===== src/acc_defines.svh =====
// Purpose: register indices, field positions, reset values and widths
// Assumes: included by every design file of the alert check config block
// Notes:   byte address of a register is four times its index
`ifndef ACC_DEFINES_SVH
`define ACC_DEFINES_SVH
// register indices
`define ACC_IDX_HOT_EN   8'h1d
`define ACC_IDX_CAL_FRC  8'h1e
`define ACC_IDX_OV_CLR   8'h1f
`define ACC_IDX_OV_SET   8'h20
`define ACC_IDX_AUX_CFG  8'h30
`define ACC_IDX_IRQ_STAT 8'h31
`define ACC_IDX_IRQ_MASK 8'h32
// widths
`define ACC_NAUX   6
`define ACC_NCAL   5
`define ACC_NCELL  14
`define ACC_TW     14
`define ACC_NSTAT  12
`define ACC_CHW    3
`define ACC_CELLW  4
// field positions
`define ACC_THR_LSB    2
`define ACC_REFSEL_LSB 0
`define ACC_IOMODE_LSB 8
`define ACC_ST_HOT_LSB 0
`define ACC_ST_OV_BIT  6
`define ACC_ST_CAL_LSB 7
// reset values and responses
`define ACC_THR_RESET  14'h3fff
`define ACC_RESP_OKAY  2'h0
`define ACC_RESP_SLVERR 2'h2
`endif


===== src/acc_pkg.sv =====
// Purpose: types shared by the alert check config block
// Assumes: acc_defines.svh supplies the widths
// Notes:   the top keeps all of its state in acc_regs_t
`include "acc_defines.svh"
package acc_pkg;
    typedef struct packed {
        logic                    awready;
        logic                    wready;
        logic                    arready;
        logic                    aw_held;
        logic [11:0]             aw_addr;
        logic                    w_held;
        logic [15:0]             w_data;
        logic [1:0]              w_strb;
        logic                    bvalid;
        logic [1:0]              bresp;
        logic                    rvalid;
        logic [1:0]              rresp;
        logic [31:0]             rdata;
        logic [`ACC_NAUX-1:0]    hot_en;
        logic [`ACC_NAUX-1:0]    hot_clr;
        logic [`ACC_NCAL-1:0]    cal_frc;
        logic [`ACC_NCAL-1:0]    cal_alert;
        logic [`ACC_TW-1:0]      ov_clr;
        logic [`ACC_TW-1:0]      ov_set;
        logic [`ACC_NAUX-1:0]    ref_sel;
        logic [`ACC_NAUX-1:0]    io_mode;
        logic [`ACC_NSTAT-1:0]   irq_stat;
        logic [`ACC_NSTAT-1:0]   irq_mask;
        logic                    irq;
    } acc_regs_t;
endpackage : acc_pkg


===== src/acc_hot_check.sv =====
// Purpose: auxiliary hot (undervoltage) fault check, one alert per channel
// Assumes: one aux sample per cycle at most, from the scan engine
// Notes:   an alert stays until its enable bit is cleared
`timescale 1ns/1ps
`include "acc_defines.svh"
module acc_hot_check import acc_pkg::*; #(
    parameter int NAUX = `ACC_NAUX,
    parameter int TW   = `ACC_TW,
    parameter int CHW  = `ACC_CHW
) (
    // clock and reset
    input  wire logic            ref_clk,
    input  wire logic            rst_n,
    // configuration
    input  wire logic [NAUX-1:0] hot_en,
    input  wire logic [NAUX-1:0] io_mode,
    input  wire logic [NAUX-1:0] ref_sel,
    input  wire logic [NAUX-1:0] hot_clr,
    input  wire logic [TW-1:0]   adc_ratio_thr,
    input  wire logic [TW-1:0]   adc_abs_thr,
    input  wire logic [TW-1:0]   comp_ratio_thr,
    input  wire logic [TW-1:0]   comp_abs_thr,
    // samples
    input  wire logic            sample_valid,
    input  wire logic            sample_comp,
    input  wire logic [CHW-1:0]  sample_chan,
    input  wire logic [TW-1:0]   sample_value,
    // alerts
    output wire logic [NAUX-1:0] alert
);
    typedef struct packed {
        logic [NAUX-1:0] alert;
    } acc_hot_state_t;

    acc_hot_state_t s;
    acc_hot_state_t next_s;
    logic           in_range;
    logic           sel_ratio;
    logic [TW-1:0]  thr;
    logic           hit;

    // threshold choice and compare, clear before set so a hit wins
    always_comb begin
        next_s = s;
        in_range = int'(sample_chan) < NAUX;
        sel_ratio = in_range && ref_sel[sample_chan];
        thr = sample_comp ? (sel_ratio ? comp_ratio_thr : comp_abs_thr)
                          : (sel_ratio ? adc_ratio_thr : adc_abs_thr);
        hit = sample_valid && in_range && hot_en[sample_chan]
              && !io_mode[sample_chan] && (sample_value < thr);
        next_s.alert = s.alert & ~hot_clr;
        if (hit) begin
            next_s.alert[sample_chan] = 1'b1;
        end
    end

    // state register
    always_ff @(posedge ref_clk) begin
        if (!rst_n) begin
            s <= '0;
        end else begin
            s <= next_s;
        end
    end

    assign alert = s.alert;
endmodule : acc_hot_check


===== src/acc_over_alert.sv =====
// Purpose: cell overvoltage alert with set and clear thresholds
// Assumes: one cell sample per cycle at most, from the scan engine
// Notes:   set is checked first, so a clear above set cannot mask it
`timescale 1ns/1ps
`include "acc_defines.svh"
module acc_over_alert import acc_pkg::*; #(
    parameter int NCELL = `ACC_NCELL,
    parameter int TW    = `ACC_TW,
    parameter int CW    = `ACC_CELLW
) (
    // clock and reset
    input  wire logic             ref_clk,
    input  wire logic             rst_n,
    // thresholds
    input  wire logic [TW-1:0]    set_thr,
    input  wire logic [TW-1:0]    clr_thr,
    // samples
    input  wire logic             sample_valid,
    input  wire logic             sample_unipolar,
    input  wire logic [CW-1:0]    sample_cell,
    input  wire logic [TW-1:0]    sample_value,
    // alerts
    output wire logic [NCELL-1:0] alert
);
    typedef struct packed {
        logic [NCELL-1:0] alert;
    } acc_ov_state_t;

    acc_ov_state_t s;
    acc_ov_state_t next_s;
    logic          take;

    // hysteresis: above set asserts, at or below clear deasserts
    always_comb begin
        next_s = s;
        take = sample_valid && sample_unipolar && (int'(sample_cell) < NCELL);
        if (take) begin
            if (sample_value > set_thr) begin
                next_s.alert[sample_cell] = 1'b1;
            end else if (sample_value <= clr_thr) begin
                next_s.alert[sample_cell] = 1'b0;
            end
        end
    end

    // state register
    always_ff @(posedge ref_clk) begin
        if (!rst_n) begin
            s <= '0;
        end else begin
            s <= next_s;
        end
    end

    assign alert = s.alert;
endmodule : acc_over_alert


===== src/acc_top.sv =====
// Purpose: alert check configuration registers behind an AXI4-Lite slave
// Assumes: scan engine results arrive on ref_clk, one sample a cycle
// Notes:   16-bit registers sit in the low half of each 32-bit word
//
// Our own choice: the AXI4-Lite slave port.
`timescale 1ns/1ps
`include "acc_defines.svh"
module acc_top import acc_pkg::*; #(
    parameter int AW = 12
) (
    // clock and reset
    input  wire logic                  ref_clk,
    input  wire logic                  rst_n,
    // axi4-lite write address and data
    input  wire logic [AW-1:0]         s_axi_awaddr,
    input  wire logic                  s_axi_awvalid,
    output wire logic                  s_axi_awready,
    input  wire logic [31:0]           s_axi_wdata,
    input  wire logic [3:0]            s_axi_wstrb,
    input  wire logic                  s_axi_wvalid,
    output wire logic                  s_axi_wready,
    // axi4-lite write response
    output wire logic [1:0]            s_axi_bresp,
    output wire logic                  s_axi_bvalid,
    input  wire logic                  s_axi_bready,
    // axi4-lite read
    input  wire logic [AW-1:0]         s_axi_araddr,
    input  wire logic                  s_axi_arvalid,
    output wire logic                  s_axi_arready,
    output wire logic [31:0]           s_axi_rdata,
    output wire logic [1:0]            s_axi_rresp,
    output wire logic                  s_axi_rvalid,
    input  wire logic                  s_axi_rready,
    // aux thresholds held elsewhere
    input  wire logic [`ACC_TW-1:0]    aux_ratio_hot_threshold,
    input  wire logic [`ACC_TW-1:0]    aux_abs_hot_threshold,
    input  wire logic [`ACC_TW-1:0]    comparator_ratio_hot_threshold,
    input  wire logic [`ACC_TW-1:0]    comparator_abs_hot_threshold,
    // aux samples
    input  wire logic                  aux_sample_valid,
    input  wire logic                  aux_sample_comp,
    input  wire logic [`ACC_CHW-1:0]   aux_sample_chan,
    input  wire logic [`ACC_TW-1:0]    aux_sample_value,
    // cell samples
    input  wire logic                  cell_sample_valid,
    input  wire logic                  cell_sample_unipolar,
    input  wire logic [`ACC_CELLW-1:0] cell_sample_index,
    input  wire logic [`ACC_TW-1:0]    cell_sample_value,
    // calibration range check results
    input  wire logic [`ACC_NCAL-1:0]  cal_range_fail,
    // alerts
    output wire logic [`ACC_NAUX-1:0]  aux_hot_alert,
    output wire logic [`ACC_NCELL-1:0] cell_over_alert,
    output wire logic                  adc_offset_cal_alert,
    output wire logic                  ramp_offset_cal_alert,
    output wire logic                  ratio_offset_cal_alert,
    output wire logic                  pyramid_gain_cal_alert,
    output wire logic                  ramp_gain_cal_alert,
    output wire logic                  irq
);
    acc_regs_t                s;
    acc_regs_t                next_s;
    logic [15:0]              wv;
    logic                     wr_go;
    logic [`ACC_NSTAT-1:0]    rclr;
    logic [`ACC_NSTAT-1:0]    events;
    logic [`ACC_NCAL-1:0]     cal_mask;
    logic [`ACC_NAUX-1:0]     hot_alert;
    logic [`ACC_NCELL-1:0]    over_alert;

    // true when a byte address equals the first byte of the word of a register index
    function automatic logic acc_at(input logic [AW-1:0] addr,
                                    input logic [7:0]    idx);
        acc_at = (addr == AW'({idx, 2'h0}));
    endfunction : acc_at

    // merge write data into a 16-bit register through the byte strobes
    function automatic logic [15:0] acc_merge(input logic [15:0] old,
                                              input logic [15:0] data,
                                              input logic [1:0]  strb);
        acc_merge = {strb[1] ? data[15:8] : old[15:8],
                     strb[0] ? data[7:0]  : old[7:0]};
    endfunction : acc_merge

    // bus handshakes, register writes, reads, alerts and interrupt
    always_comb begin
        next_s = s;
        wv = '0;
        rclr = '0;
        cal_mask = s.irq_mask[`ACC_ST_CAL_LSB +: `ACC_NCAL];
        wr_go = s.aw_held && s.w_held && !s.bvalid;
        // address and data may come in either order
        if (s.awready && s_axi_awvalid) begin
            next_s.aw_held = 1'b1;
            next_s.aw_addr = s_axi_awaddr;
        end
        if (s.wready && s_axi_wvalid) begin
            next_s.w_held = 1'b1;
            next_s.w_data = s_axi_wdata[15:0];
            next_s.w_strb = s_axi_wstrb[1:0];
        end
        if (s.bvalid && s_axi_bready) begin
            next_s.bvalid = 1'b0;
        end
        // perform the write once both halves are held
        if (wr_go) begin
            next_s.aw_held = 1'b0;
            next_s.w_held = 1'b0;
            next_s.bvalid = 1'b1;
            next_s.bresp = `ACC_RESP_OKAY;
            if (acc_at(s.aw_addr, `ACC_IDX_HOT_EN)) begin
                wv = acc_merge(16'(s.hot_en), s.w_data, s.w_strb);
                next_s.hot_en = wv[`ACC_NAUX-1:0];
            end else if (acc_at(s.aw_addr, `ACC_IDX_CAL_FRC)) begin
                wv = acc_merge(16'(s.cal_frc), s.w_data, s.w_strb);
                next_s.cal_frc = wv[`ACC_NCAL-1:0];
            end else if (acc_at(s.aw_addr, `ACC_IDX_OV_CLR)) begin
                wv = acc_merge(16'(s.ov_clr) << `ACC_THR_LSB, s.w_data, s.w_strb);
                next_s.ov_clr = wv[`ACC_THR_LSB +: `ACC_TW];
            end else if (acc_at(s.aw_addr, `ACC_IDX_OV_SET)) begin
                wv = acc_merge(16'(s.ov_set) << `ACC_THR_LSB, s.w_data, s.w_strb);
                next_s.ov_set = wv[`ACC_THR_LSB +: `ACC_TW];
            end else if (acc_at(s.aw_addr, `ACC_IDX_AUX_CFG)) begin
                wv = acc_merge((16'(s.io_mode) << `ACC_IOMODE_LSB)
                               | (16'(s.ref_sel) << `ACC_REFSEL_LSB),
                               s.w_data, s.w_strb);
                next_s.ref_sel = wv[`ACC_REFSEL_LSB +: `ACC_NAUX];
                next_s.io_mode = wv[`ACC_IOMODE_LSB +: `ACC_NAUX];
            end else if (acc_at(s.aw_addr, `ACC_IDX_IRQ_MASK)) begin
                wv = acc_merge(16'(s.irq_mask), s.w_data, s.w_strb);
                next_s.irq_mask = wv[`ACC_NSTAT-1:0];
            end else if (!acc_at(s.aw_addr, `ACC_IDX_IRQ_STAT)) begin
                next_s.bresp = `ACC_RESP_SLVERR;
            end
        end
        // enable bits going from one to zero clear their hot alerts
        next_s.hot_clr = s.hot_en & ~next_s.hot_en;
        // read: data is captured when the address is taken
        if (s.arready && s_axi_arvalid) begin
            next_s.rvalid = 1'b1;
            next_s.rresp = `ACC_RESP_OKAY;
            next_s.rdata = '0;
            if (acc_at(s_axi_araddr, `ACC_IDX_HOT_EN)) begin
                next_s.rdata = 32'(s.hot_en);
            end else if (acc_at(s_axi_araddr, `ACC_IDX_CAL_FRC)) begin
                next_s.rdata = 32'(s.cal_frc);
            end else if (acc_at(s_axi_araddr, `ACC_IDX_OV_CLR)) begin
                next_s.rdata = 32'(s.ov_clr) << `ACC_THR_LSB;
            end else if (acc_at(s_axi_araddr, `ACC_IDX_OV_SET)) begin
                next_s.rdata = 32'(s.ov_set) << `ACC_THR_LSB;
            end else if (acc_at(s_axi_araddr, `ACC_IDX_AUX_CFG)) begin
                next_s.rdata = (32'(s.io_mode) << `ACC_IOMODE_LSB)
                               | (32'(s.ref_sel) << `ACC_REFSEL_LSB);
            end else if (acc_at(s_axi_araddr, `ACC_IDX_IRQ_STAT)) begin
                next_s.rdata = 32'(s.irq_stat);
                rclr = s.irq_stat;
            end else if (acc_at(s_axi_araddr, `ACC_IDX_IRQ_MASK)) begin
                next_s.rdata = 32'(s.irq_mask);
            end else begin
                next_s.rresp = `ACC_RESP_SLVERR;
            end
        end else if (s.rvalid && s_axi_rready) begin
            next_s.rvalid = 1'b0;
        end
        // calibration alerts: real range check, or force when unmasked
        next_s.cal_alert = cal_range_fail | (s.cal_frc & cal_mask);
        // sticky status; a new event wins over the read clear
        events = '0;
        events[`ACC_ST_HOT_LSB +: `ACC_NAUX] = hot_alert;
        events[`ACC_ST_OV_BIT] = |over_alert;
        events[`ACC_ST_CAL_LSB +: `ACC_NCAL] = s.cal_alert;
        next_s.irq_stat = (s.irq_stat & ~rclr) | events;
        next_s.irq = |(next_s.irq_stat & next_s.irq_mask);
        // ready flags follow the held halves and pending answers
        next_s.awready = !next_s.aw_held && !next_s.bvalid;
        next_s.wready = !next_s.w_held && !next_s.bvalid;
        next_s.arready = !next_s.rvalid;
    end

    // state register with documented reset values
    always_ff @(posedge ref_clk) begin
        if (!rst_n) begin
            s <= '0;
            s.ov_clr <= `ACC_THR_RESET;
            s.ov_set <= `ACC_THR_RESET;
        end else begin
            s <= next_s;
        end
    end

    // aux hot checks
    acc_hot_check u_hot (
        .ref_clk        (ref_clk),
        .rst_n          (rst_n),
        .hot_en         (s.hot_en),
        .io_mode        (s.io_mode),
        .ref_sel        (s.ref_sel),
        .hot_clr        (s.hot_clr),
        .adc_ratio_thr  (aux_ratio_hot_threshold),
        .adc_abs_thr    (aux_abs_hot_threshold),
        .comp_ratio_thr (comparator_ratio_hot_threshold),
        .comp_abs_thr   (comparator_abs_hot_threshold),
        .sample_valid   (aux_sample_valid),
        .sample_comp    (aux_sample_comp),
        .sample_chan    (aux_sample_chan),
        .sample_value   (aux_sample_value),
        .alert          (hot_alert)
    );

    // cell overvoltage alerts
    acc_over_alert u_over (
        .ref_clk         (ref_clk),
        .rst_n           (rst_n),
        .set_thr         (s.ov_set),
        .clr_thr         (s.ov_clr),
        .sample_valid    (cell_sample_valid),
        .sample_unipolar (cell_sample_unipolar),
        .sample_cell     (cell_sample_index),
        .sample_value    (cell_sample_value),
        .alert           (over_alert)
    );

    // outputs straight from flops
    assign s_axi_awready          = s.awready;
    assign s_axi_wready           = s.wready;
    assign s_axi_bresp            = s.bresp;
    assign s_axi_bvalid           = s.bvalid;
    assign s_axi_arready          = s.arready;
    assign s_axi_rdata            = s.rdata;
    assign s_axi_rresp            = s.rresp;
    assign s_axi_rvalid           = s.rvalid;
    assign aux_hot_alert          = hot_alert;
    assign cell_over_alert        = over_alert;
    assign adc_offset_cal_alert   = s.cal_alert[4];
    assign ramp_offset_cal_alert  = s.cal_alert[3];
    assign ratio_offset_cal_alert = s.cal_alert[2];
    assign pyramid_gain_cal_alert = s.cal_alert[1];
    assign ramp_gain_cal_alert    = s.cal_alert[0];
    assign irq                    = s.irq;
endmodule : acc_top


===== config.mk =====
export PLATFORM = sky130hd
export DESIGN_NAME = acc_top
export DESIGN_NICKNAME = d
export VERILOG_FILES = /design/src/acc_pkg.sv /design/src/acc_hot_check.sv /design/src/acc_over_alert.sv /design/src/acc_top.sv
export VERILOG_INCLUDE_DIRS = /design/src
export SDC_FILE = /design/constraint.sdc
export NUM_CORES = 1
export LEC_CHECK = 0
export ABC_AREA = 1
export ABC_CLOCK_PERIOD_IN_PS = 4320
export BUFFER_PORTS_ARGS = -buffer_cell sky130_fd_sc_hd__buf_2
export CELL_PAD_IN_SITES_DETAIL_PLACEMENT = 1
export CELL_PAD_IN_SITES_GLOBAL_PLACEMENT = 1
export CORE_MARGIN = 3
export CORE_UTILIZATION = 38
export CTS_CLUSTER_SIZE = 24
export DETAILED_ROUTE_END_ITERATION = 6
export PLACE_DENSITY = 0.93
export SLEW_MARGIN = 25
export SYNTH_ARGS = -nofsm -noshare
export SYNTH_HDL_FRONTEND = slang
export SYNTH_SLANG_ARGS = --single-unit
export TNS_END_PERCENT = 100

===== constraint.sdc =====
create_clock -name ref_clk -period 4.32 [get_ports ref_clk]
set_input_delay 1.296 -clock ref_clk [delete_from_list [all_inputs] [get_ports ref_clk]]
set_output_delay 1.296 -clock ref_clk [all_outputs]
set_load 0.02 [all_outputs]

# == Yosys cells after proc, flatten, opt, wreduce, memory -nomap -nowiden ==
# Cells that the tools add are included.
# word_totals
register_bits,180
# op_classes
n_lt_le_gt_ge,9
n_bitwise,20
reduce_logical,34
n_eq_ne,14
muxes,66
# op_table
operator,n
$mux 12,16
$eq 12x8->1 const B,8
$mux 14,6
$eq 12x7->1 const B,6
$mux 16,4
$mux 6,6
$mux 2,14
$or 14x6->14,2
$and 12x12->12,2
$mux 19,1
$logic_and 1x1->1,18
$reduce_and 6->1,3
$and 14x14->14,1
$gt 14x14->1,1
$le 14x14->1,1
$lt 14x14->1,1
$not 14->14,1
$or 14x14->14,1
$reduce_or 14->1,1
$mux 13,1
$and 6x6->6,2
$not 12->12,1
$not 6->6,2
$or 12x12->12,1
23 further kinds,43

# == Logic depth before layout (Yosys ltp) ==
# logic_depth
ltp_word,13
ltp_mapped,18
ltp_nobuf,16

# == Modules after synthesis ==
# A second synthesis with hierarchy kept.
# hier_totals
hier_cells,1362
hier_area_um2,9400.3
# modules_own_cells
mod,seq_area_each_um2,instances,cells_each,area_per_inst_um2
acc_top,2842.7,1,911,6541.3
acc_over_alert,280.3,1,252,1667.8
acc_hot_check,120.1,1,199,1191.1

# == Least setup slack after synthesis ==
# Ideal clock, no wire load.
# synth_path
kind,input to register
startpoint,input port aux_sample_chan[0]
endpoint,"register u_hot.s, in the netlist u_hot.alert[0]"
n_path_buf,2
setup_time_ns,0.070
setup_slack_ns,0.586
arrival_time_ns,3.664
stages,17
t_required_ns,4.250
path_cell_list,buf_6 inv_4 nand2_1 nand3_2 nand2_2 nor2_4 clkbuf_1 nand2_1 a32o_1 ha_1 a21oi_1 o211ai_1 nor2_1 nand4_1 a31oi_1 nand3_1 a21oi_1
# synth_via
elab_chain_len,8
word_cells_on_any_way,24
cone_classes,order compare (4); mux (12); bitwise (1); reduce/logical (7)
# synth_lines
item,line,rtl
"start, declared",acc_top.sv:42,"input wire logic [`ACC_CHW-1:0] aux_sample_chan,"
$bmux 1 s3,acc_hot_check.sv:46,sel_ratio = in_range && ref_sel[sample_chan];
$mux 1 (implied by the code),acc_hot_check.sv:46,
$logic_and 1x1->1,acc_hot_check.sv:46,
"$mux 14, on equally long branches","acc_hot_check.sv:48, acc_hot_check.sv:47",
$mux 14,acc_hot_check.sv:47,thr = sample_comp ? (sel_ratio ? comp_ratio_thr : comp_abs_thr)
$lt 14x14->1,acc_hot_check.sv:50,&& !io_mode[sample_chan] && (sample_value < thr);
$logic_and 1x1->1,acc_hot_check.sv:50,
$mux 6 (*),acc_hot_check.sv:52,if (hit) begin
"end signal, assigned",acc_hot_check.sv:62,s <= next_s;
"end, declared",acc_hot_check.sv:35,acc_hot_state_t s;
# Mark *: on every way between the ends. The rest lies on a longest branch, timed or not. The select of a mux whose other input is x is not followed.
# A chain may end at the register's enable or synchronous reset.

# == Worst setup path in the final report ==
# layout_path
startpoint,input port aux_sample_chan[1]
endpoint,"register u_hot.s, in the netlist u_hot.alert[4]"
# The elaborated chain is that of the path after synthesis.

==> results.txt <==
- For this design the ratio of total power to cell area is roughly 350 nW/um^2.
- Final hold viol count: 0
- Std cell rows: 55
- The largest individual stage delay along the critical path comes from the cell sky130_fd_sc_hd__a31oi_1.
* Area contributors post-synth: sky130_fd_sc_hd__dfxtp_1 (37%), sky130_fd_sc_hd__nand2_1 (9.6%), sky130_fd_sc_hd__a21oi_1 (6.5%)
- The final route contains about 9300 vias.
* Largest net degree at the start of global routing: just over 80
- sky130_fd_sc_hd__dfxtp_1 takes more of the synthesized area than any other cell.
* Main combinational cell family by area after synthesis: simple AND/OR/NAND/NOR gates
* Leakage power: approximately 5 nW
- Worst slew margin relative to its limit: between 30% and 40%
* Total setup buffers inserted after CTS: 0
* Crit path arrival time: just over 4000 ps
* Share of Yosys cell area claimed by the top area cell type: 36.64%
- Die Wd: roughly 160 um
- The synthesized netlist contains 50 unique library cells.
* Number of instances in the placed design: ~1700
- Initial Utilization: a little under 40%
- Post-synthesis adder-cell area fraction: 5.795%
- Most Frequent Cell on Critical Path: sky130_fd_sc_hd__a21oi_1
* Category of the critical setup timing path: input port to flop
* Number of synthesized flops with an enable pin: 0
- Clock Tree Buf Depth: 2
- The number of hold buffers added after CTS was 0.
- TritonCTS clock tree: built
- Buffers placed on the I/O ports in this run total between 150 and 200.
- Worst-path cell chain: buf_2, nor2_2, nand3_1, nand2_1, inv_1, nand3_2, buf_4, nand2_1, a32o_1, ha_1, a21oi_1, nand3b_1, a21oi_1, nor2_1, nand4_1, a31oi_1, nand3_1, a21oi_1
- VDD sags by at most 287.7 uV.
- The root buffer cell chosen for the clock tree is sky130_fd_sc_hd__clkbuf_16.
- Gates resized during post-CTS repair numbered 0.
- The run finished with clean final reports.
- The clock drives 162 sinks.
- The floorplan step set the die height to about 160 um.
- Worst endpoint required time: roughly 4700 ps
- Final weighted congestion in routability-driven placement: around 0.89
- The synthesized design contains 162 register bits.
- Averaged over all synthesized cells, the footprint is about 7.2 um^2.
* FF-to-FF setup slack: ~1200 ps
- The count of nets left with antenna violations once routing finished came out at 0.
- Area of the die: 25160 um^2
- The finished cells cover about 11000 um^2.
- Routed wire per std cell: about 18 um
- The synthesized netlist devotes between 20% and 30% of its cell area to compound gates.
- Total power of the final layout: approximately 3.7 mW
* Skew-Pair Late Insertion Delay: 440 ps
- The number of global-route vias before repair is slightly above 9000.
- Of all flip-flops after synthesis, the portion carrying an async set or reset was 0%.
- Area of the core: 22780 um^2
- Worst setup slack before clock tree synthesis: 152.5 ps
* Final slew viol count: 0
- For this run, the detailed router's first-pass iteration total came to 4.
- Post-synthesis sequential area ratio: ~37%
- Category of the worst setup path capture point: flop
* Total negative setup slack: 0 ps
- The initial antenna violation count came to 1.
- Of the total synthesized cell area, the portion taken by AND, OR, NAND and NOR gates is a little under a quarter.
- Total I/O pin count: 234
- RSZ-0062 raised after global routing: no
- Number of inserted diodes: 0
* Largest stage delay on the critical path: approximately 420 ps
- The filler cells instantiated in the layout total 2928.
- Mean number of vias per cell: ~5.4
- The worst path in the final design needs a cycle of ~3800 ps, including I/O delays and setup.
* Sum of routed wire length over all layers: 31.70 mm
- Share of the synthesized netlist area taken by xor and xnor gates: 0%
* First-pass GRT wire length: a little under 50 mm
* Cells after Synth: 1234
- Placed wire-length estimate after detailed placement: 23.95 mm
- The multi-input combinational cells in the finished layout cover a total of roughly 4600 um^2.
- In this run the worst hold path is classified as flop to flop.
- The H-tree generated during clock tree synthesis spans 4 levels.
- For the final database, setup skew stands at around 8.4 ps.
- Global routing consumed, over all layers together, 24.45% of the routing resources.
- Count of routing violations after the opening detailed-route iteration: 623
- Mux cell area share after synthesis: 0%
* NumNets Final: 1600
- Clock slew at the register clock pins of the worst setup and hold paths: about 70 ps
- Across the run, the number of max-cap violations was 0.
- GR Overflow Total: 0
* Most common flop cell mapped by yosys: sky130_fd_sc_hd__dfxtp_1
- After the flow finishes, the layout carries non-filler instances totaling 1718.
- Category of the worst setup path launch point: input port
* Setup slack of the critical path after layout: about 570 ps
- Area post-placement: between 9000 and 10000 um^2
- Worst hold slack: 426.8 ps
- Once layout is complete, the utilization of the core stands at 46.23%.
* Worst-Margin Slew: between 800 and 900 ps
* Area of the mapped netlist: 8852 um^2
- Setup violations remaining at the end of the flow were counted as 0.
- Fmax achieved: between 200 and 300 MHz
* Share of layout cells above drive strength 1: between 10% and 20%
- CTS Buf Count: 17
- Register Area: roughly 3200 um^2
- Compared with the post-synthesis result, the final layout area differs by 18.95%.
- Remaining design rule violation count: 0
- Largest driver fanout on the critical path: 15
* Final critical-path share of the clock period: roughly 87%
- For this run, the number of Yosys warnings is 0.
[synthesized netlist by cell type, types with 2 or more instances]
cell type and n:
sky130_fd_sc_hd__a211oi_1 20, sky130_fd_sc_hd__o21ai_1 2, sky130_fd_sc_hd__nand3b_1 2, sky130_fd_sc_hd__buf_2 8, sky130_fd_sc_hd__o21bai_1 4, sky130_fd_sc_hd__o22ai_1 6, sky130_fd_sc_hd__nand2_2 4, sky130_fd_sc_hd__nand2_1 226
sky130_fd_sc_hd__a32o_1 13, sky130_fd_sc_hd__inv_2 10, sky130_fd_sc_hd__dfxtp_1 162, sky130_fd_sc_hd__o2111ai_1 2, sky130_fd_sc_hd__nor3_4 3, sky130_fd_sc_hd__o221ai_1 12, sky130_fd_sc_hd__clkbuf_1 32, sky130_fd_sc_hd__nand3_1 54
sky130_fd_sc_hd__buf_1 3, sky130_fd_sc_hd__nor2_1 129, sky130_fd_sc_hd__buf_6 2, sky130_fd_sc_hd__nor4_1 10, sky130_fd_sc_hd__o211a_1 2, sky130_fd_sc_hd__nor3_1 10, sky130_fd_sc_hd__nand3_2 4, sky130_fd_sc_hd__a21o_1 3
sky130_fd_sc_hd__buf_4 39, sky130_fd_sc_hd__nor2_2 7, sky130_fd_sc_hd__a21oi_1 115, sky130_fd_sc_hd__o21ai_0 80, sky130_fd_sc_hd__nor2_4 3, sky130_fd_sc_hd__nand4_1 10, sky130_fd_sc_hd__a31oi_1 2, sky130_fd_sc_hd__nor3_2 4
sky130_fd_sc_hd__ha_1 41, sky130_fd_sc_hd__inv_1 151, sky130_fd_sc_hd__o211ai_1 44
[routing by layer]
layer | up-vias | routed length (um) | global-route usage (%)
met5 | - | 7 | 0
met1 | 4446 | 12810 | 28.57
met3 | 72 | 2541 | 6.034
met4 | 2 | 1029 | 9.136
li1 | 4409 | - | -
met2 | 363 | 15300 | 43.19
[critical path, delay by kind of cell]
kind / cells / cell delay, ps
simple gates: 9 / 1200
buf+inv: 3 / 450
fa+ha+maj: 1 / 180
compound gates: 5 / 990
[cell usage in the layout (no fill, tap or decap), types with 10 or more instances in the layout]
master	n
sky130_fd_sc_hd__buf_2	197
sky130_fd_sc_hd__o211ai_1	44
sky130_fd_sc_hd__a211oi_1	20
sky130_fd_sc_hd__a21oi_1	115
sky130_fd_sc_hd__ha_1	41
sky130_fd_sc_hd__o21ai_0	80
sky130_fd_sc_hd__conb_1	18
sky130_fd_sc_hd__clkbuf_16	17
sky130_fd_sc_hd__nand3_1	54
sky130_fd_sc_hd__nor3_1	10
sky130_fd_sc_hd__o221ai_1	12
sky130_fd_sc_hd__nand4_1	10
sky130_fd_sc_hd__dfxtp_1	162
sky130_fd_sc_hd__nor2_1	129
sky130_fd_sc_hd__inv_1	151
sky130_fd_sc_hd__inv_2	10
sky130_fd_sc_hd__nand2_1	226
sky130_fd_sc_hd__nor4_1	10
sky130_fd_sc_hd__a32o_1	13
[power breakdown]
part | switching [mW] | internal (mW)
clock | 0.704 | 0.988
combinational | 0.271 | 0.146
sequential | 0.0342 | 1.53
[area by class of cell]
class	instances	area share [%]
multi-input combinational	843	43.45
sequential	162	30.80
timing repair buffer	206	10.12
inverter	162	5.798
clock buffer	17	4.040
tap	313	3.719
clock inverter	15	2.067
[final timing paths]
check | from | end | cells after the start
max | aux_sample_chan[1] | u_hot.alert[4] | 18
min | s[156] | s_axi_awready | 1
max reg2reg | s[34] | u_hot.alert[4] | 17
min reg2reg | s[156] | s_axi_awready | 1
[sequential cells by signal (all words and copies together), names as in the netlist, named ones only]
signal and cells:
s 108, s_axi_rdata 16, u_hot.alert 6, cal_mask 5
adc_offset_cal_alert 1, irq 1, pyramid_gain_cal_alert 1, ramp_gain_cal_alert 1
ramp_offset_cal_alert 1, ratio_offset_cal_alert 1, s_axi_arready 1, s_axi_awready 1
s_axi_bresp 1, s_axi_bvalid 1, s_axi_rresp 1, s_axi_rvalid 1
s_axi_wready 1
[logic make-up after synthesis]
logic type / Yosys count
AND/OR/NAND/NOR: 472
AO/OA/AOI/OAI: 312
buffers and inverters: 246
flip-flops: 162
adder cells (fa/ha/maj): 41
other: 1
Power figures use the tool's default switching activity.
